File: src/pio_defs.vh
`ifndef PIO_DEFS_VH
`define PIO_DEFS_VH
// Port widths.
`define PIO_WIDE_W        8
`define PIO_NARROW_W      3
// Register selects within the I/O control block (per port).
`define PIO_SEL_W         3
`define PIO_SEL_DATA_IN   3'h0
`define PIO_SEL_DATA_OUT  3'h1
`define PIO_SEL_DIR       3'h2
`define PIO_SEL_OMC       3'h3
`define PIO_SEL_IMC       3'h4
`define PIO_SEL_SRC       3'h5
`define PIO_SEL_IMODE     3'h6
// Port selects.
`define PIO_PORT_FIRST    2'h0
`define PIO_PORT_SECOND   2'h1
`define PIO_PORT_NARROW   2'h2
// Output source codes per pin.
`define PIO_SRC_DOUT      2'h0
`define PIO_SRC_OMC       2'h1
`define PIO_SRC_ECS       2'h2
// Input macrocell modes per pin.
`define PIO_IMC_PASS      2'h0
`define PIO_IMC_REG       2'h1
`define PIO_IMC_LATCH     2'h2
// Reset values.
`define PIO_RST_DIR       8'h00
`define PIO_RST_DOUT      8'h00
`endif

File: src/pio_port_block.v
`timescale 1ns/100ps
`include "pio_defs.vh"
module pio_port_block #(
  parameter WW = `PIO_WIDE_W,
  parameter NW = `PIO_NARROW_W
) (
  input  wire            i_clk_sys,
  input  wire            i_rstn,
  input  wire            i_bus_wr,
  input  wire            i_bus_rd,
  input  wire            i_hit_io,
  input  wire            i_hit_omc,
  input  wire            i_hit_imc,
  input  wire [1:0]      i_port_sel,
  input  wire [2:0]      i_reg_sel,
  input  wire [7:0]      i_wdata,
  input  wire [WW-1:0]   i_omc_first,
  input  wire [WW-1:0]   i_omc_shared,
  input  wire [NW-1:0]   i_ecs,
  input  wire [WW-1:0]   i_oe_pt_b,
  input  wire [WW-1:0]   i_oe_pt_c,
  input  wire [NW-1:0]   i_oe_pt_d,
  input  wire [WW-1:0]   i_oe_def_b,
  input  wire [WW-1:0]   i_oe_def_c,
  input  wire [NW-1:0]   i_oe_def_d,
  input  wire [3:0]      i_imc_pt,
  input  wire            i_isp_en,
  input  wire [3:0]      i_isp_out,
  input  wire [3:0]      i_isp_oe,
  input  wire [WW-1:0]   i_pin_b,
  input  wire [WW-1:0]   i_pin_c,
  input  wire [NW-1:0]   i_pin_d,
  output reg  [WW-1:0]   o_pin_b,
  output reg  [WW-1:0]   o_pin_c,
  output reg  [NW-1:0]   o_pin_d,
  output reg  [WW-1:0]   o_pin_oe_b,
  output reg  [WW-1:0]   o_pin_oe_c,
  output reg  [NW-1:0]   o_pin_oe_d,
  output reg  [WW-1:0]   o_array_in_b,
  output reg  [WW-1:0]   o_array_in_c,
  output reg  [NW-1:0]   o_array_in_d,
  output reg  [3:0]      o_isp_in,
  output reg  [7:0]      o_rdata,
  output reg             o_rvalid
);
  reg  [WW-1:0]   dout_b_q, dout_c_q;
  reg  [NW-1:0]   dout_d_q;
  reg  [WW-1:0]   dir_b_q, dir_c_q;
  reg  [NW-1:0]   dir_d_q;
  reg  [2*WW-1:0] src_b_q, src_c_q;
  reg  [2*NW-1:0] src_d_q;
  reg  [2*WW-1:0] imode_b_q, imode_c_q;
  wire [WW-1:0]   imc_b, imc_c;
  reg  [7:0]      rd_mux;
  integer         n;

  // Packs a narrow-port value into a byte with upper bits zero.
  function [7:0] pad_narrow;
    input [NW-1:0] v;
    begin
      pad_narrow = {{(8-NW){1'b0}}, v};
    end
  endfunction

  // Selects one output source for a pin.
  function pick_out;
    input [1:0] src;
    input       dout;
    input       output_macrocell;
    input       ecs;
    begin
      if (src == `PIO_SRC_OMC) begin
        pick_out = output_macrocell;
      end else if (src == `PIO_SRC_ECS) begin
        pick_out = ecs;
      end else begin
        pick_out = dout;
      end
    end
  endfunction

  // Repeats a written byte across a field vector of two bits per pin.
  function [2*WW-1:0] spread_codes;
    input [7:0] v;
    integer     j;
    begin
      for (j = 0; j < 2*WW; j = j + 1) begin
        spread_codes[j] = v[j % 8];
      end
    end
  endfunction

  // Driver enable is the defined enable term ORed with the direction bit.
  function oe_of;
    input def;
    input pt;
    input dir;
    begin
      oe_of = (def & pt) | dir;
    end
  endfunction

  pio_imc #(.W(WW)) u_imc_b (
    .i_clk_sys (i_clk_sys),
    .i_rstn    (i_rstn),
    .i_pin     (i_pin_b),
    .i_mode    (imode_b_q),
    .i_pt_lo   (i_imc_pt[0]),
    .i_pt_hi   (i_imc_pt[1]),
    .o_imc     (imc_b)
  );

  pio_imc #(.W(WW)) u_imc_c (
    .i_clk_sys (i_clk_sys),
    .i_rstn    (i_rstn),
    .i_pin     (i_pin_c),
    .i_mode    (imode_c_q),
    .i_pt_lo   (i_imc_pt[2]),
    .i_pt_hi   (i_imc_pt[3]),
    .o_imc     (imc_c)
  );

  // Configuration register writes from the DSP bus.
  always @(posedge i_clk_sys or negedge i_rstn) begin
    if (!i_rstn) begin
      dout_b_q  <= `PIO_RST_DOUT;
      dout_c_q  <= `PIO_RST_DOUT;
      dout_d_q  <= {NW{1'b0}};
      dir_b_q   <= `PIO_RST_DIR;
      dir_c_q   <= `PIO_RST_DIR;
      dir_d_q   <= {NW{1'b0}};
      src_b_q   <= {(2*WW){1'b0}};
      src_c_q   <= {(2*WW){1'b0}};
      src_d_q   <= {(2*NW){1'b0}};
      imode_b_q <= {(2*WW){1'b0}};
      imode_c_q <= {(2*WW){1'b0}};
    end else if (i_bus_wr && i_hit_io) begin
      if (i_port_sel == `PIO_PORT_FIRST) begin
        if (i_reg_sel == `PIO_SEL_DATA_OUT) begin
          dout_b_q <= i_wdata[WW-1:0];
        end else if (i_reg_sel == `PIO_SEL_DIR) begin
          dir_b_q <= i_wdata[WW-1:0];
        end else if (i_reg_sel == `PIO_SEL_SRC) begin
          src_b_q <= spread_codes(i_wdata);
        end else if (i_reg_sel == `PIO_SEL_IMODE) begin
          imode_b_q <= spread_codes(i_wdata);
        end
      end else if (i_port_sel == `PIO_PORT_SECOND) begin
        if (i_reg_sel == `PIO_SEL_DATA_OUT) begin
          dout_c_q <= i_wdata[WW-1:0];
        end else if (i_reg_sel == `PIO_SEL_DIR) begin
          dir_c_q <= i_wdata[WW-1:0];
        end else if (i_reg_sel == `PIO_SEL_SRC) begin
          src_c_q <= spread_codes(i_wdata);
        end else if (i_reg_sel == `PIO_SEL_IMODE) begin
          imode_c_q <= spread_codes(i_wdata);
        end
      end else if (i_port_sel == `PIO_PORT_NARROW) begin
        if (i_reg_sel == `PIO_SEL_DATA_OUT) begin
          dout_d_q <= i_wdata[NW-1:0];
        end else if (i_reg_sel == `PIO_SEL_DIR) begin
          dir_d_q <= i_wdata[NW-1:0];
        end else if (i_reg_sel == `PIO_SEL_SRC) begin
          src_d_q <= i_wdata[2*NW-1:0];
        end
      end
    end
  end

  // Pin drivers, enables and logic-array inputs.
  always @(posedge i_clk_sys or negedge i_rstn) begin
    if (!i_rstn) begin
      o_pin_b      <= {WW{1'b0}};
      o_pin_c      <= {WW{1'b0}};
      o_pin_d      <= {NW{1'b0}};
      o_pin_oe_b   <= {WW{1'b0}};
      o_pin_oe_c   <= {WW{1'b0}};
      o_pin_oe_d   <= {NW{1'b0}};
      o_array_in_b <= {WW{1'b0}};
      o_array_in_c <= {WW{1'b0}};
      o_array_in_d <= {NW{1'b0}};
      o_isp_in     <= 4'h0;
    end else begin
      for (n = 0; n < WW; n = n + 1) begin
        o_pin_b[n]    <= pick_out(src_b_q[2*n +: 2] & 2'h1, dout_b_q[n],
                                  i_omc_first[n], 1'b0);
        o_pin_oe_b[n] <= oe_of(i_oe_def_b[n], i_oe_pt_b[n], dir_b_q[n]);
        if (i_isp_en && n < 4) begin
          o_pin_c[n]    <= i_isp_out[n % 4];
          o_pin_oe_c[n] <= i_isp_oe[n % 4];
        end else begin
          o_pin_c[n]    <= pick_out(src_c_q[2*n +: 2] & 2'h1, dout_c_q[n],
                                    i_omc_shared[n], 1'b0);
          o_pin_oe_c[n] <= oe_of(i_oe_def_c[n], i_oe_pt_c[n], dir_c_q[n]);
        end
      end
      for (n = 0; n < NW; n = n + 1) begin
        o_pin_d[n]    <= pick_out(src_d_q[2*n +: 2], dout_d_q[n], 1'b0,
                                  i_ecs[n]);
        o_pin_oe_d[n] <= oe_of(i_oe_def_d[n], i_oe_pt_d[n], dir_d_q[n]);
      end
      o_array_in_b <= imc_b;
      o_array_in_c <= imc_c;
      o_array_in_d <= i_pin_d;
      o_isp_in     <= i_isp_en ? i_pin_c[3:0] : 4'h0;
    end
  end

  // Readback buffer: one source per access onto the read bus.
  always @* begin
    rd_mux = 8'h00;
    if (i_hit_omc) begin
      if (i_port_sel == `PIO_PORT_FIRST) begin
        rd_mux = i_omc_first;
      end else if (i_port_sel == `PIO_PORT_SECOND) begin
        rd_mux = i_omc_shared;
      end
    end else if (i_hit_imc) begin
      if (i_port_sel == `PIO_PORT_FIRST) begin
        rd_mux = imc_b;
      end else if (i_port_sel == `PIO_PORT_SECOND) begin
        rd_mux = imc_c;
      end
    end else if (i_hit_io) begin
      if (i_port_sel == `PIO_PORT_FIRST) begin
        if (i_reg_sel == `PIO_SEL_DATA_IN) begin
          rd_mux = i_pin_b;
        end else if (i_reg_sel == `PIO_SEL_DATA_OUT) begin
          rd_mux = dout_b_q;
        end else if (i_reg_sel == `PIO_SEL_DIR) begin
          rd_mux = dir_b_q;
        end else if (i_reg_sel == `PIO_SEL_OMC) begin
          rd_mux = i_omc_first;
        end else if (i_reg_sel == `PIO_SEL_IMC) begin
          rd_mux = imc_b;
        end else if (i_reg_sel == `PIO_SEL_SRC) begin
          rd_mux = src_b_q[7:0];
        end else if (i_reg_sel == `PIO_SEL_IMODE) begin
          rd_mux = imode_b_q[7:0];
        end
      end else if (i_port_sel == `PIO_PORT_SECOND) begin
        if (i_reg_sel == `PIO_SEL_DATA_IN) begin
          rd_mux = i_pin_c;
        end else if (i_reg_sel == `PIO_SEL_DATA_OUT) begin
          rd_mux = dout_c_q;
        end else if (i_reg_sel == `PIO_SEL_DIR) begin
          rd_mux = dir_c_q;
        end else if (i_reg_sel == `PIO_SEL_OMC) begin
          rd_mux = i_omc_shared;
        end else if (i_reg_sel == `PIO_SEL_IMC) begin
          rd_mux = imc_c;
        end else if (i_reg_sel == `PIO_SEL_SRC) begin
          rd_mux = src_c_q[7:0];
        end else if (i_reg_sel == `PIO_SEL_IMODE) begin
          rd_mux = imode_c_q[7:0];
        end
      end else if (i_port_sel == `PIO_PORT_NARROW) begin
        if (i_reg_sel == `PIO_SEL_DATA_IN) begin
          rd_mux = pad_narrow(i_pin_d);
        end else if (i_reg_sel == `PIO_SEL_DATA_OUT) begin
          rd_mux = pad_narrow(dout_d_q);
        end else if (i_reg_sel == `PIO_SEL_DIR) begin
          rd_mux = pad_narrow(dir_d_q);
        end else if (i_reg_sel == `PIO_SEL_SRC) begin
          rd_mux = {2'h0, src_d_q};
        end
      end
    end
  end

  always @(posedge i_clk_sys or negedge i_rstn) begin
    if (!i_rstn) begin
      o_rdata  <= 8'h00;
      o_rvalid <= 1'b0;
    end else begin
      o_rdata  <= i_bus_rd ? rd_mux : 8'h00;
      o_rvalid <= i_bus_rd & (i_hit_io | i_hit_omc | i_hit_imc);
    end
  end
endmodule // pio_port_block

File: src/pio_imc.v
`timescale 1ns/100ps
`include "pio_defs.vh"
// Input macrocells of one eight-pin port: register, latch or pass-through per pin.
module pio_imc #(
  parameter W = 8
) (
  input  wire             i_clk_sys,
  input  wire             i_rstn,
  input  wire [W-1:0]     i_pin,
  input  wire [2*W-1:0]   i_mode,
  input  wire             i_pt_lo,
  input  wire             i_pt_hi,
  output reg  [W-1:0]     o_imc
);
  reg [W-1:0] cap_q;
  reg [W-1:0] pt_last_q;
  reg [W-1:0] pt_now;
  integer     k;
  integer     j;
  integer     m;
  always @* begin
    for (k = 0; k < W; k = k + 1) begin
      pt_now[k] = (k < W/2) ? i_pt_lo : i_pt_hi;
    end
  end
  always @(posedge i_clk_sys or negedge i_rstn) begin
    if (!i_rstn) begin
      cap_q     <= {W{1'b0}};
      pt_last_q <= {W{1'b0}};
    end else begin
      pt_last_q <= pt_now;
      for (j = 0; j < W; j = j + 1) begin
        if (i_mode[2*j +: 2] == `PIO_IMC_REG && pt_now[j] && !pt_last_q[j]) begin
          cap_q[j] <= i_pin[j];
        end else if (i_mode[2*j +: 2] == `PIO_IMC_LATCH && pt_now[j]) begin
          cap_q[j] <= i_pin[j];
        end
      end
    end
  end
  always @* begin
    for (m = 0; m < W; m = m + 1) begin
      if (i_mode[2*m +: 2] == `PIO_IMC_PASS) begin
        o_imc[m] = i_pin[m];
      end else if (i_mode[2*m +: 2] == `PIO_IMC_LATCH && pt_now[m]) begin
        o_imc[m] = i_pin[m];
      end else begin
        o_imc[m] = cap_q[m];
      end
    end
  end
endmodule // pio_imc

File: config.mk
export PLATFORM = sky130hd
export DESIGN_NAME = pio_port_block
export DESIGN_NICKNAME = d
export VERILOG_FILES = /design/src/pio_port_block.v /design/src/pio_imc.v
export VERILOG_INCLUDE_DIRS = /design/src /design/src/src
export SDC_FILE = /design/constraint.sdc
export NUM_CORES = 1
export LEC_CHECK = 0
export BUFFER_PORTS_ARGS = -buffer_cell sky130_fd_sc_hd__buf_2
export CAP_MARGIN = 20
export CORE_MARGIN = 4
export CORE_UTILIZATION = 40
export DETAILED_ROUTE_END_ITERATION = 8
export REMOVE_ABC_BUFFERS = 1
export SLEW_MARGIN = 20
export SYNTH_ARGS = -nofsm -noshare
export SYNTH_HDL_FRONTEND = slang
export SYNTH_SLANG_ARGS = --single-unit
File: constraint.sdc
create_clock -name i_clk_sys -period 1.6 [get_ports i_clk_sys]
set_input_delay 0.16 -clock i_clk_sys [delete_from_list [all_inputs] [get_ports i_clk_sys]]
set_output_delay 0.16 -clock i_clk_sys [all_outputs]
set_load 0.05 [all_outputs]
* After elaboration in Yosys (flattened, before gate mapping) *
Index checks and enable logic that the tools add are counted.

word-level totals
  register bits = 202
  bits of input ports = 109
  output and inout bits = 70
  logic and storage cells = 321

cells by class
  eq/ne operators = 46
  multiplexer cells = 108
  bitwise gates (word level) = 46
  reductions and logical operators = 94

operators by type and width
  cell                                           number
  2-to-1 mux 8 bit                               24
  2-to-1 mux 1 bit                               78
  logical AND 1 bit                              49
  == test 2 x 1 -> 1 bit, second input constant  20
  == test 2 bit, second input constant           20
  zero test 2 bit                                17
  2-to-1 mux 6 bit                               5
  bitwise OR 1 bit                               21
  bitwise AND 1 bit                              20
  AND reduction 6 bit                            3
  zero test 1 bit                                16
  AND reduction 5 bit                            3
  AND reduction 7 bit                            2
  == test 3 bit, second input constant           3
  AND reduction 4 bit                            2
  == test 3 x 2 -> 1 bit, second input constant  2
  inverter 1 bit                                 5
  2-to-1 mux 4 bit                               1
  == test 3 x 1 -> 1 bit, second input constant  1
  zero test 3 bit                                1
  AND reduction 3 bit                            1

* Depth between registers and ports, before layout *
Gate-level depths: netlist of the first run.

  word-level depth = 15
  gate-level depth with buffers = 8

* Hierarchy *
A second synthesis of the first run with hierarchy kept.

unflattened totals
  cell total of the unflattened synthesis = 684
  area total of the unflattened synthesis = 8242.9 um2

modules (own cells, without submodules)
  module          times used  cells an instance  area an instance (um2)  sequential area each (um2)
  pio_port_block  1           530                6779.0                  3653.5
  pio_imc         2           77                 732.0                   250.2

* Worst setup path before layout of the first run *
Ideal clock, no wire load.

  path kind = reg-to-reg
  start = register imode_c_q[11] (netlist name)
  end = register o_rdata[1]
  library setup time = 0.140 ns
  data arrival time = 1.672 ns
  required time = 1.460 ns
  slack = -0.212 ns
  stages on the path, launching flop included = 7
  path buffers = 1
  period minus slack after synthesis = 1.812 ns
  cells stage by stage = dfrtp_1 buf_2 a21oi_1 mux2_2 mux2_2 a2111oi_0 a211oi_1

RTL lines
  what                  line                  RTL
  end signal, assigned  pio_port_block.v:276  o_rdata <= i_bus_rd ? rd_mux : 8'h00;
  end, declared         pio_port_block.v:43   output reg [7:0] o_rdata,

==> results by stage, run 1 <==
Critical path:
- The capturing element type of the critical path is a flip-flop.
- Among the stages of the critical path, the cell type that occurs most often is mux2_4.
- The number of logic stages on the critical path including buffering is 6.
- The largest single stage delay on the critical path is 0.40 ns.
- The largest individual stage delay along the critical path comes from the cell dfrtp_1.
- The origin of the worst setup path is imode_c_q[11]$_DFFE_PN0P_.
- The required time reported for the critical path endpoint is 1.91 ns.
- The worst setup path endpoint is o_rdata[1]$_DFF_PN0_.
- The signal on the critical path passes through a21oi_2, mux2_4, buf_6, mux2_4, o211ai_1, a211oi_2.
- Counting both buffers and inverters, the worst setup path holds a total of 1.
- The depth of the most critical reg-to-reg path is 6.
- The worst setup path is launched from a flip-flop.
- The category of the most critical setup path is flip-flop to flip-flop.
- The startpoint of the worst-slack reg-to-reg timing path is imode_c_q[11]$_DFFE_PN0P_.
- The largest fanout on the critical path is 2.
- For the worst setup path, the data arrival time is 2.03 ns.
- The endpoint identified for the worst register-to-register timing path is o_rdata[1]$_DFF_PN0_.
- The worst register-to-register path has a setup slack of -0.12 ns.
- The kind of cell adding the most delay to the critical path is multiplexers.

Clock tree:
- TritonCTS built the clock tree.
- The CTS clock-pin slew for the worst setup and hold paths is 0.07 ns.
- Clock tree synthesis selected as its root buffer the cell clkbuf_16.
- The number of clock sinks seen by CTS is 166.
- TritonCTS created 17 clock buffers.
- The longest clock path from root to sink contains 2 buffers.
- For the worst-skew pair, the clock arrives at the later sink with an insertion delay of 0.43 ns.
- CTS built an H-tree with a depth of 4.

STA:
- Setup violations remaining at the end of the flow were counted as 6.
- The slew of the pin with the lowest slew margin is 0.590 ns.
- The final count of pins violating max slew is 0.
- The hold violation total from the final report is 0.
- Clock skew on the completed layout was measured at 0.0106 ns.
- Setup repair after global routing could not meet its margin everywhere.
- The worst slew margin relative to its limit is 60.7%.
- The final critical path takes up 107% of the cycle.
- Static timing analysis puts the maximum clock frequency at 582 MHz.
- The final critical path time including I/O delays and setup is 1.72 ns.
- Across all hold checks on the routed design, the worst slack comes to 0.0259 ns.
- The setup slack of the critical path after layout is -0.119 ns.

Final layout:
- Relative to the synthesized area, the layout overhead comes to 44.8%.
- The ratio of cells with drive above 1 in the final layout is 48.2%.
- Registers take 4160 sq um.
- At the end of the flow, the number of nets in the layout was 1212.
- The repair_antennas step left the layout with diodes totalling 0.
- The post-route cell area is 12000 sq um.
- The fill cell total of the finished layout is 1754.
- In the final layout, the multi-input gates occupy 4030 sq um.

Drt:
- The first routing iteration left 650 violations.
- The detail-routed via count per cell is 5.41.
- Dividing the detail-routed wire length by the instance count gives 21.7 um.
- For this run, design rule violations remaining after detail routing come to 0.
- The first-pass iteration count of the detailed router is 5.
- After detailed routing, the total wire length is 30.0 mm.
- The detail route stage leaves a number of antenna-violating nets equal to 0.
- The total via count after detailed routing is 7480.

Synth:
- The Yosys step of the flow raised 0 warnings.
- The count of state elements after synthesis is 166.
- The top cell type's share of synthesized area is 50.3%.
- After synthesis, flip-flops and latches occupy 50.3% of the total area.
- The dominant cell by count in the synthesized netlist is dfrtp_1.
- The number of flops mapped to enable cells by yosys is 0.
- The most frequently used flop master after synthesis is dfrtp_1.
- By area the synthesized netlist is led by dfrtp_1 (50%), mux2_2 (13%), mux2i_1 (4.0%), o21ai_0 (3.6%), a21oi_1 (2.7%).
- Sorting the synthesized cells by how often they occur yields dfrtp_1 (166), mux2_2 (98), o21ai_0 (60).
- After synthesis, the netlist uses 60 different library cells.
- The average instance area after synthesis is 11.2 sq um.
- The mapped cell area is 8260 sq um.
- Synthesis handed over a netlist of 739 instances.
- The largest area contributor in the netlist is dfrtp_1.
- For this run, asynchronously set or reset flops after synthesis account for 100%.

Placement:
- Prior to clock tree synthesis, the placed netlist has a worst setup slack of -0.371 ns.
- Routability-driven placement finished with a final weighted congestion of 0.948.
- The total of buffers placed on input and output ports is 178.
- Detailed placement finished with a half-perimeter wire length of 22.1 mm.
- The cell area after placement is 10500 sq um.

Die:
- The I/O pin total is 179.
- The die width is 152 um.
- The area of the placeable core is 20300 sq um.
- For this configuration, the core starts out at a cell density of 40.7%.
- The die covers 23000 sq um.
- The floorplan row count is 52.
- In this run the vertical extent of the chip is 152 um.

Global routing:
- For this run the aggregate overflow at the end of global routing stands at 0.
- The global-route wire length before repair is 45.0 mm.
- The via count of the first global-routing pass is 7555.
- The overall track demand over capacity in global routing is 26.3%.
- The initial antenna violation count is 0.
- The largest net degree at the start of global routing is 50.

Flow run:
- Across the run, the number of max-cap violations was 0.

Power and ir drop:
- For this design the static power due to leakage is 0.00584 uW.
- After layout, the design draws a total of 13600 uW.
- The maximum VDD drop is 0.716 mV.
- In this run the power density over the cells is 1140 nW/um^2.

Run status:
- The run finished, with violations left.
- The final reports fail on setup timing.

Hold path:
- The worst min-delay path startpoint is i_oe_def_c[2].
- The tightest min-delay check is of the input port to flip-flop type.
## worst min path at each step
stage / slack (ns) / cells after the start / to
3_5_place_dp: 0.18 / 1 / o_pin_oe_b[1]$_DFF_PN0_
5_1_grt: 0.01 / 3 / o_pin_oe_c[2]$_DFF_PN0_
3_3_place_gp: 0.18 / 1 / o_pin_oe_b[1]$_DFF_PN0_
2_1_floorplan: -0.14 / 0 / dir_b_q[0]$_DFFE_PN0P_
6_report: 0.03 / 3 / o_pin_oe_c[2]$_DFF_PN0_
4_1_cts: 0.001 / 3 / o_pin_oe_c[2]$_DFF_PN0_
## power breakdown
group / leakage (uW) / switching (uW) / internal [uW] / total (uW)
clock: 0.000255 / 1720 / 2270 / 4000
sequential: 0.00211 / 476 / 4880 / 5350
combinational: 0.00347 / 2420 / 1870 / 4290
## metrics by stage
stage | setup TNS, ns | instances | utilization (%)
3_5_place_dp | -9.87 | 1293 | 51.9
4_1_cts | -0.365 | 1377 | 58.1
6_report | -0.487 | 1383 | 58.9
3_3_place_gp | -8.89 | 1293 | 51.9
5_1_grt | -0.835 | 1383 | 58.9
2_1_floorplan | -0.174 | 695 | -
## flip-flops by register name, summed over array words and instances (netlist names), 8 cells and up
name and flops:
src_b_q 8, dout_b_q 8, imode_c_q 8, o_pin_b 8, o_pin_oe_b 8, dir_b_q 8
o_array_in_b 8, o_array_in_c 8, u_imc_b.cap_q 8, o_rdata 8, u_imc_c.cap_q 8, src_c_q 8
o_pin_oe_c 8, imode_b_q 8, o_pin_c 8, dir_c_q 8, dout_c_q 8
## cell usage in the layout, fill, tap and decap left out, drive strengths merged, types with 2 or more instances in the layout
master | netlist | layout
a211oi | 9 | 9
and4 | 2 | 2
a31oi | 2 | 2
a21o | 14 | 14
nand2 | 43 | 43
a21oi | 44 | 44
nand4 | 2 | 2
mux2i | 33 | 33
nor2 | 48 | 48
o2111ai | 2 | 2
o31ai | 3 | 3
dlygate4sd3 | 0 | 46
a22o | 7 | 7
clkinvlp | 0 | 3
o211ai | 17 | 17
nand2b | 15 | 15
inv | 28 | 28
a311oi | 3 | 3
a2111oi | 2 | 2
and2 | 5 | 5
nor2b | 10 | 10
bufinv | 0 | 2
dfrtp | 166 | 166
clkinv | 2 | 5
o21ai | 60 | 60
o221ai | 5 | 5
clkbuf | 25 | 21
nand3 | 6 | 6
mux2 | 106 | 106
a22oi | 5 | 5
a32oi | 3 | 3
a221oi | 7 | 7
o32ai | 7 | 7
nor3 | 5 | 5
o22ai | 4 | 4
a2bb2oi | 2 | 2
mux4 | 6 | 6
buf | 19 | 343
a32o | 5 | 5
## cell type report
| class | count | area share [%] |
|---|---|---|
| sequential | 166 | 34.8 |
| multi-input combinational | 499 | 33.7 |
| timing repair buffer | 389 | 23.1 |
| clock buffer | 21 | 3.68 |
| tap | 270 | 2.83 |
| inverter | 30 | 0.952 |
| clock inverter | 8 | 0.879 |
## worst min-delay path, stage by stage
cell     delay [ns]
buf_2          0.08
a21oi_1        0.05
o21ai_0        0.13
## cell families (layout without fill, tap and decap cells)
logic type      count (synthesis)  in the layout  share of synthesized area, %
flops                         166            166                          50.3
simple gates                  143            143                          8.38
mux                           145            145                          20.5
buf+inv                        74            448                          3.97
compound gates                211            211                          16.9
## routing by layer
metal / vias up / track usage, % / share of wire (%)
li1: 3441 / - / -
met4: 0 / 8.89 / 2.4
met3: 44 / 4.10 / 6.8
met5: - / 0 / 0
met1: 3683 / 37.1 / 44
met2: 312 / 41.6 / 47
## what timing repair did
| item | 4_1_cts | 5_1_grt |
|---|---|---|
| endpoints found under the hold margin | 68 | 0 |
| buffers inserted | 10 | 6 |
| hold buffers | 46 | 0 |
| setup endpoints to repair | 8 | 8 |
| pin swaps | 15 | 14 |
| gates resized for setup | 47 | 27 |
(Power assumes the default switching activity.)
==> inputs of run 2 (changes only) <==
--- a/config.mk
+++ b/config.mk
@@ -6,6 +6,7 @@
 export SDC_FILE = /design/constraint.sdc
 export NUM_CORES = 1
 export LEC_CHECK = 0
+export ABC_AREA = 1
 export BUFFER_PORTS_ARGS = -buffer_cell sky130_fd_sc_hd__buf_2
 export CAP_MARGIN = 20
 export CORE_MARGIN = 4
==> run 2 against run 1 <==
Sequential power is 1% lower. Hold slack worse by 0.014 ns. Synthesized cell count is 36% higher. Sequential share of layout area is 1.2 points higher. Wire length is 1.3% higher. Critical path depth is 6 higher. Critical path type unchanged. Clock-buffer cell count is 3 lower. Register-to-register slack better by 0.05 ns. The run still ends with setup timing left. Flip-flop and latch count stayed put. Non-clock buffer count is 24 lower. Die area is 2.0% lower.
==> results by stage, run 2 <==
Clock tree:
- The number of clock buffers inserted by TritonCTS is 17 (unchanged).
- The CTS H-tree depth was 4 (unchanged).
- The clock tree buffer depth is 2 (unchanged).
- The clock tree from TritonCTS is built.
- The tree is rooted in a clkbuf_16.
- The CTS clock-pin slew for the worst setup and hold paths was 0.07 ns (about the same).
- The number of clock sinks seen by CTS was 166 (unchanged).
- The clock latency on the worst-skew pair came to 0.43 ns (about the same).

STA:
- The final critical path time including I/O delays and setup came to 1.67 ns (-0.0456 ns).
- The fraction of the cycle the final worst path needs is 105% (-2.8 points).
- The final count of pins violating max slew came to 0 (unchanged).
- Setup repair after global routing could not meet its margin everywhere.
- The setup-violating endpoint count in the final report was 4 (-2).
- The maximum operating frequency is 598 MHz (+2.7%).
- The worst slew margin relative to its limit was 60.6% (-0.10 points).
- The setup slack of the critical path after layout is -0.0729 ns (+0.0456 ns).
- The slew of the pin with the lowest slew margin is 0.591 ns (+0.000922 ns).
- The hold violation total from the final report came to 0 (unchanged).
- The worst-case clock skew was 0.00463 ns (-0.00593 ns).

Drt:
- The number of DRC violations after detailed routing is 0 (unchanged).
- The detail-routed via count per cell was 5.14 (-4.9%).
- The first-pass iteration count of the detailed router is 6 (+1).
- The final routed wirelength across all metal layers is 30.4 mm (+1.3%).
- The initial DRC count is 774 (+19%).
- The detail-routed net length per standard cell came to 18.6 um (-14%).
- The total via count after detailed routing came to 8378 (+12%).
- The number of routed nets with antenna violations is 0 (unchanged).

Placement:
- The placed instance count came to 1537 (+19%).
- The placer congestion estimate is 0.985 (+3.8%).
- The total of buffers placed on input and output ports is 178 (unchanged).
- The final HPWL from detailed placement came to 22.7 mm (+2.8%).
- The worst-case setup slack after placement is -0.422 ns (-0.0505 ns).
- The cell area after placement came to 10200 sq um (-3.6%).

Final layout:
- In the layout the commonest cells are nand2_1 (269), buf_2 (177), dfrtp_1 (165).
- The total inserted antenna cells was 0 (unchanged).
- The area overhead of the layout relative to synthesis is 42.6%.
- The leading cell type in the layout, fill and taps excluded is nand2_1.
- The ratio of cells with drive above 1 in the final layout was 32.1% (-16 points).
- The fill cell total of the finished layout came to 1860 (+6.0%).
- The final core area utilization came to 58.7% (-0.23 points).
- The final standard cell count with taps included and fillers excluded was 1629 (+18%).
- The post-route cell area is 11500 sq um (-3.6%).
- The net total in the final layout was 1460 (+20%).

Flow run:
- The number of violations of the max-capacitance limit is 0 (unchanged).

Critical path:
- STA classifies the critical path startpoint as a flip-flop.
- Counting stages on the worst path, the most repeated cell is nand2_1.
- The worst setup path is captured at a flip-flop.
- The kind of cell adding the most delay to the critical path is simple AND/OR/NAND/NOR gates.
- On the critical path, the stage with the largest delay is an instance of dfrtp_1.
- The required time reported for the critical path endpoint is 1.91 ns (about the same).
- The arrival time at the worst endpoint came to 1.98 ns (-0.05 ns).
- The combined buffer and inverter count along the critical path is 1 (unchanged).
- The worst setup path is of the flip-flop to flip-flop kind.
- The largest fanout on the critical path is 4 (+2).
- The signal on the critical path passes through inv_2, nand3_2, o211ai_1, nand3_1, nand2_1, nand3_1, nand2_1, nand2_1, nand2_1, nand2_1, nand2_1, a21oi_2.
- The maximum cell stage delay along the critical path came to 0.40 ns (about the same).

Power and ir drop:
- The maximum VDD drop is 0.743 mV (+3.8%).
- The cell-internal power came to 8740 uW (-3.1%).
- The total net switching power is 5040 uW (+9.1%).
- The part of the power in the clock network is 29.9% (+0.6 points).
- The sequential share of power is 38.3% (-0.9 points).
- The proportion of total power due to net switching is 36.6% (+2.7 points).
- The portion of total power attributed to combinational logic was 31.8% (+0.3 points).
- The leakage power figure is 0.00595 uW (+1.9%).
- The power density of the placed cells is 1200 nW/um^2 (+4.8%).

Synth:
- Yosys attributes the largest share of cell area to dfrtp_1 (51%), nand2_1 (13%), o21ai_0 (9.3%), inv_1 (5.0%), nand3_1 (4.4%).
- The portion of the post-synthesis area used by sequential elements is 51.4% (+1.1 points).
- The count of state elements after synthesis is 166 (unchanged).
- The number of flops mapped to enable cells by yosys came to 0 (unchanged).
- Yosys instantiated no cell more often than nand2_1.
- The count of yosys warnings during synthesis came to 0 (unchanged).
- The most frequently used flop master after synthesis is dfrtp_1.
- The post-synthesis cell type count is 36 (-40%).
- The number of instances in the synthesized netlist is 1002 (+36%).
- Ranked by instance count, the synthesized netlist is headed by nand2_1 (276), dfrtp_1 (166), o21ai_0 (151).
- The largest area contributor in the netlist is dfrtp_1.
- The mapped cell area is 8090 sq um (-2.1%).
- The average instance area after synthesis is 8.07 sq um (-28%).
- The fraction of registers with async set or reset after synthesis is 100% (unchanged).
- The top cell type's share of synthesized area is 51.4% (+1.1 points).

Run status:
- The run finished, with violations left.
- The final reports fail on setup timing.

Die:
- The I/O pin total is 179 (unchanged).
- The area of the placeable core is 19700 sq um (-3.2%).
- The die width is 150 um (-0.98%).
- The floorplan row count is 51 (-1.9%).
- The total die area is 22600 sq um (-2.0%).
- The effective utilization at floorplan was 41.1% (+0.47 points).
- The height of the chip is 150 um (-0.98%).

Global routing:
- The global-route wire length before repair is 45.9 mm (+2.1%).
- The total overflow reported by the global router is 0 (unchanged).
- The overall track demand over capacity in global routing came to 27.0% (+0.65 points).
- The via count of the first global-routing pass is 7911 (+4.7%).
- The largest net degree at the start of global routing is 54 (+8.0%).
- The initial antenna violation count is 0 (unchanged).

Hold path:
- The min-delay analysis places its worst path in the category input port to flip-flop.
==> run 2: changes by cell type after synthesis, moves of 9 or more <==
cell      change
inv_1        +80
mux2i_1      -33
o211ai_1     -12
nor2b_1      -10
nand2b_1     -15
mux2_2       -91
nand4_1      +14
nand3_1      +65
nor2_1       +13
o21ai_0      +91
nand2_1     +233
buf_2        -10
a211oi_1      -9
==> run 2: kinds of logic after synthesis <==
group | Yosys count | synth area share (%)
multiplexers | 7 | 0.975
buffers and inverters | 151 | 7.86
flip-flops | 166 | 51.4
AO/OA/AOI/OAI | 247 | 17.1
AND/OR/NAND/NOR | 431 | 22.7
==> run 2: path summary, 6_finish.rpt <==
path	startpoint	end	slack [ns]	depth (start not counted)
worst max-delay path	imode_b_q[8]$_DFFE_PN0P_	o_rdata[0]$_DFF_PN0_	-0.07	12
worst min-delay path	i_oe_pt_c[1]	o_pin_oe_c[1]$_DFF_PN0_	0.01	3
worst max register to register	imode_b_q[8]$_DFFE_PN0P_	o_rdata[0]$_DFF_PN0_	-0.07	12
worst min register to register	dout_c_q[4]$_DFFE_PN0P_	dout_c_q[4]$_DFFE_PN0P_	0.49	2
max in group asynchronous	i_rstn	imode_c_q[13]$_DFFE_PN0P_	0.86	3
min in group asynchronous	i_rstn	o_pin_oe_c[5]$_DFF_PN0_	0.17	2
==> run 2: repair_timing <==
action                                 CTS  global route
hold buffers                            50             0
resized for setup                       46            41
pin swaps                               14            28
endpoints found under the hold margin  199             0
setup buffers                            3             8
setup endpoints to repair                8             8
cloned                                   0             0
==> run 2: metal layers <==
layer	wire length [um]	up-vias	track usage, %
met2	14000	359	42.3
met5	0	-	0
met4	482	0	6.04
met3	2490	34	6.14
met1	13400	3971	38.4
li1	-	4014	-
==> run 2: worst register-to-register path, cell delays in order, from the launching register on <==
cell	delay (ns)
dfrtp_1	0.40
inv_2	0.10
nand3_2	0.09
o211ai_1	0.25
nand3_1	0.19
nand2_1	0.10
nand3_1	0.08
nand2_1	0.07
nand2_1	0.04
nand2_1	0.07
nand2_1	0.05
nand2_1	0.07
a21oi_2	0.05
==> run 2: power groups by stage <==
stage          logic, uW  registers (uW)  clock network [uW]
3_3_place_gp        3910            5320                   0
3_5_place_dp        3940            5330                   0
6_report            4380            5280                4120
2_1_floorplan       1290            6250                   0
4_1_cts             4180            5270                4180
5_1_grt             4720            5360                4380
==> run 2: area by class of cell <==
cell class	count	area, sq um	area share [%]
multi-input cells	685	3500	30.3
repair buffers	365	2530	21.9
clock inverters	14	140	1.22
flip-flops and latches	166	4160	36.0
clock buffers	18	439	3.81
inverters	116	442	3.83
well taps	265	332	2.88
==> run 2: stage by stage <==
step	hold WS, ns	power [uW]	setup TNS, ns
CTS	0.00528	13600	-0.0832
global route	0.00881	14500	-0.823
detailed placement	0.0575	9270	-1.25
floorplan	-0.136	7550	-9.54
finish	0.0116	13800	-0.186
global placement	0.0548	9240	-1.12
==> inputs of run 3 (changes only) <==
--- a/config.mk
+++ b/config.mk
@@ -8,10 +8,14 @@
 export LEC_CHECK = 0
 export ABC_AREA = 1
 export BUFFER_PORTS_ARGS = -buffer_cell sky130_fd_sc_hd__buf_2
-export CAP_MARGIN = 20
+export CAP_MARGIN = 10
+export CELL_PAD_IN_SITES_DETAIL_PLACEMENT = 0
+export CELL_PAD_IN_SITES_GLOBAL_PLACEMENT = 2
+export CORE_ASPECT_RATIO = 0.7
 export CORE_MARGIN = 4
-export CORE_UTILIZATION = 40
+export CORE_UTILIZATION = 28
 export DETAILED_ROUTE_END_ITERATION = 8
+export PLACE_DENSITY_LB_ADDON = 0.1
 export REMOVE_ABC_BUFFERS = 1
 export SLEW_MARGIN = 20
 export SYNTH_ARGS = -nofsm -noshare
==> run 3 against run 2 <==
The run still ends with setup timing left. First-iteration DRC count fell by 28%. Cell count rose by 9.0%. Clock-buffer cell count rose by 2. Non-clock buffer count rose by 41. Via count fell by 0.25%. Critical endpoint is now o_rdata[3]$_DFF_PN0_. Flip-flop and latch count did not move. Register-to-register slack barely moved. Worst setup slack improved by 0.013 ns. Sequential share of layout area fell by 1.7 points.
==> results by stage, run 3 (synthesized netlist as in run 2, its figures left out) <==
Run status:
- The flow ran to the end, but the final reports show violations.
- The final reports fail on setup timing.

Clock tree:
- The clock tree buffer depth is 2 (unchanged).
- The CTS H-tree depth is 4 (unchanged).
- The clock tree from TritonCTS is built.
- The CTS clock-pin slew for the worst setup and hold paths is 0.07 ns (about the same).
- The clock latency on the worst-skew pair is 0.45 ns (+0.02 ns).
- The number of clock sinks seen by CTS is 166 (unchanged).
- In this run the clock root is driven by a clkbuf_16.
- The number of clock buffers inserted by TritonCTS is 17 (unchanged).

Critical path:
- The critical path in this run is classified as flip-flop to flip-flop.
- The required time reported for the critical path endpoint was 1.92 ns (about the same).
- The largest fanout on the critical path is 4 (unchanged).
- The arrival time at the worst endpoint came to 1.98 ns (about the same).
- The nature of the critical path startpoint is a flip-flop.
- The capturing element type of the critical path is a flip-flop.

Final layout:
- The combined area of the multi-input logic cells was 3490 sq um (-0.11%).
- The total inserted antenna cells is 0 (unchanged).
- The net total in the final layout is 1501 (+2.8%).
- Leaving out fill and tap cells, the most frequent cell in the layout is nand2_1.
- The fill cell total of the finished layout came to 2899 (+56%).
- The library cells used most frequently in the layout, excluding fill and tap cells, are nand2_1 (262), buf_2 (177), dfrtp_1 (165).
- Relative to the synthesized area, the layout overhead comes to 49.8%.
- The ratio of cells with drive above 1 in the final layout came to 33.5% (+1.4 points).
- The register area is 4160 sq um (unchanged).

Global routing:
- The total overflow reported by the global router is 0 (unchanged).
- The initial antenna violation count is 1 (+1).
- The largest net degree at the start of global routing is 48 (-11%).
- The overall track demand over capacity in global routing is 21.7% (-5.3 points).
- The global-route wire length before repair is 51.2 mm (+11%).
- The via count of the first global-routing pass is 8357 (+5.6%).

Placement:
- The total of buffers placed on input and output ports is 178 (unchanged).
- The worst-case setup slack after placement is -0.262 ns (+0.160 ns).
- The placer congestion estimate is 0.869 (-12%).
- The final HPWL from detailed placement came to 25.8 mm (+14%).

Die:
- The I/O pin total is 179 (unchanged).
- The total die area was 31700 sq um (+41%).
- The area of the placeable core is 28100 sq um (+43%).
- The height of the chip is 150 um (about the same).
- The effective utilization at floorplan came to 28.7% (-12 points).
- The die width is 211 um (+41%).
- The floorplan row count is 51 (unchanged).

STA:
- The final critical path time including I/O delays and setup was 1.66 ns (-0.0128 ns).
- The maximum operating frequency is 602 MHz (+0.77%).
- The hold violation total from the final report is 0 (unchanged).
- The final count of pins violating max slew was 0 (unchanged).
- The fraction of the cycle the final worst path needs is 104% (-0.80 points).
- The worst-case clock skew came to 0.0108 ns (+0.00616 ns).
- The setup slack of the critical path after layout is -0.0601 ns (+0.0128 ns).
- The worst slew margin relative to its limit is 62.4% (+1.8 points).
- The slew of the pin with the lowest slew margin is 0.564 ns (-0.0274 ns).
- The setup-violating endpoint count in the final report is 1 (-3).
- Setup repair after global routing could not meet its margin everywhere.

Power and ir drop:
- The leakage power figure is 0.00619 uW (+4.0%).
- The sequential share of power came to 36.9% (-1.4 points).
- The total net switching power is 4970 uW (-1.5%).
- The maximum VDD drop is 0.667 mV (-10%).
- The portion of total power attributed to combinational logic came to 31.8% (about the same).
- The cell-internal power was 9330 uW (+6.8%).
- The total power was 14300 uW (+3.7%).
- The proportion of total power due to net switching is 34.7% (-1.9 points).
- The power density of the placed cells is 1180 nW/um^2 (-1.2%).
- The part of the power in the clock network is 31.2% (+1.3 points).

Drt:
- The detail-routed net length per standard cell came to 18.8 um (+0.72%).
- The detail-routed via count per cell is 4.71 (-8.5%).
- The initial DRC count is 557 (-28%).
- The number of DRC violations after detailed routing is 0 (unchanged).
- The total via count after detailed routing is 8357 (-0.25%).
- The first-pass iteration count of the detailed router is 5 (-1).
- The number of routed nets with antenna violations came to 0 (unchanged).
- The final routed wirelength across all metal layers is 33.3 mm (+9.8%).

Hold path:
- The path category of the worst min-delay check is input port to flip-flop.

Flow run:
- The number of violations of the max-capacitance limit was 0 (unchanged).
-- run 3: final timing paths --
check	start	to	slack [ns]	cells past startpoint
setup / recovery	imode_c_q[11]$_DFFE_PN0P_	o_rdata[3]$_DFF_PN0_	-0.06	14
hold / removal	i_pin_b[0]	u_imc_b.cap_q[0]$_DFF_PN0_	0.02	3
hold reg to reg	dir_c_q[6]$_DFFE_PN0P_	dir_c_q[6]$_DFFE_PN0P_	0.48	2
min in group asynchronous	i_rstn	o_pin_oe_c[3]$_DFF_PN0_	0.19	2
max in group asynchronous	i_rstn	imode_b_q[7]$_DFFE_PN0P_	0.76	3
setup reg to reg	imode_c_q[11]$_DFFE_PN0P_	o_rdata[3]$_DFF_PN0_	-0.06	14
-- run 3: per-stage QoR --
step / hold WS (ns) / TNS (ns) / util [%] / std cells / cell area, sq um
after CTS: 0.000799 / -0.0697 / 42.3 / 1764 / 11900
after detailed placement: 0.0921 / -1.53 / 37.7 / 1674 / 10600
after global placement: 0.101 / -1.45 / 37.7 / 1674 / 10600
after floorplan: -0.136 / -9.54 / - / 967 / 7890
final: 0.0233 / -0.0601 / 43.0 / 1776 / 12100
after global routing: 0.00706 / -0.879 / 43.0 / 1776 / 12100
-- run 3: power groups by stage --
stage / sequential, uW / combinational [uW] / clock [uW]
finish: 5280 / 4550 / 4470
global route: 5370 / 4990 / 4770
CTS: 5280 / 4410 / 4590
detailed placement: 5350 / 4140 / 0
global placement: 5330 / 4150 / 0
floorplan: 6250 / 1290 / 0
-- run 3: final cells by class --
cell class	count	area share, %
clock buffers	20	3.69
clock inverters	12	1.46
inverters	116	3.65
multi-input cells	685	28.8
flip-flops and latches	166	34.3
well taps	371	3.83
repair buffers	406	24.2
-- run 3: repair_timing --
item | in CTS | in global routing
setup endpoints to repair | 6 | 8
pin swaps | 15 | 21
resized for setup | 39 | 41
cloned | 0 | 0
endpoints found under the hold margin | 178 | 0
buffers inserted | 5 | 12
hold buffers | 54 | 0
-- run 3: critical path, stage by stage, from the launching register on --
cell and delay, ns:
dfrtp_1 0.42, buf_6 0.14, nand4_1 0.07, nand3_1 0.08, nor2_1 0.13, buf_4 0.17
nor2_2 0.04, nand2_1 0.05, nand3_1 0.06, nand2_1 0.07, nand2_2 0.06, nand3_2 0.05
nand2_1 0.05, nand2_1 0.08, a21oi_2 0.05
-- run 3: metal layers --
metal / track usage (%) / part of all wire, % / wire (um)
met1: 32.8 / 51 / 16900
met2: 31.9 / 42 / 14100
met3: 5.17 / 6.1 / 2030
met4: 4.05 / 0.78 / 260
met5: 0 / 0 / 0
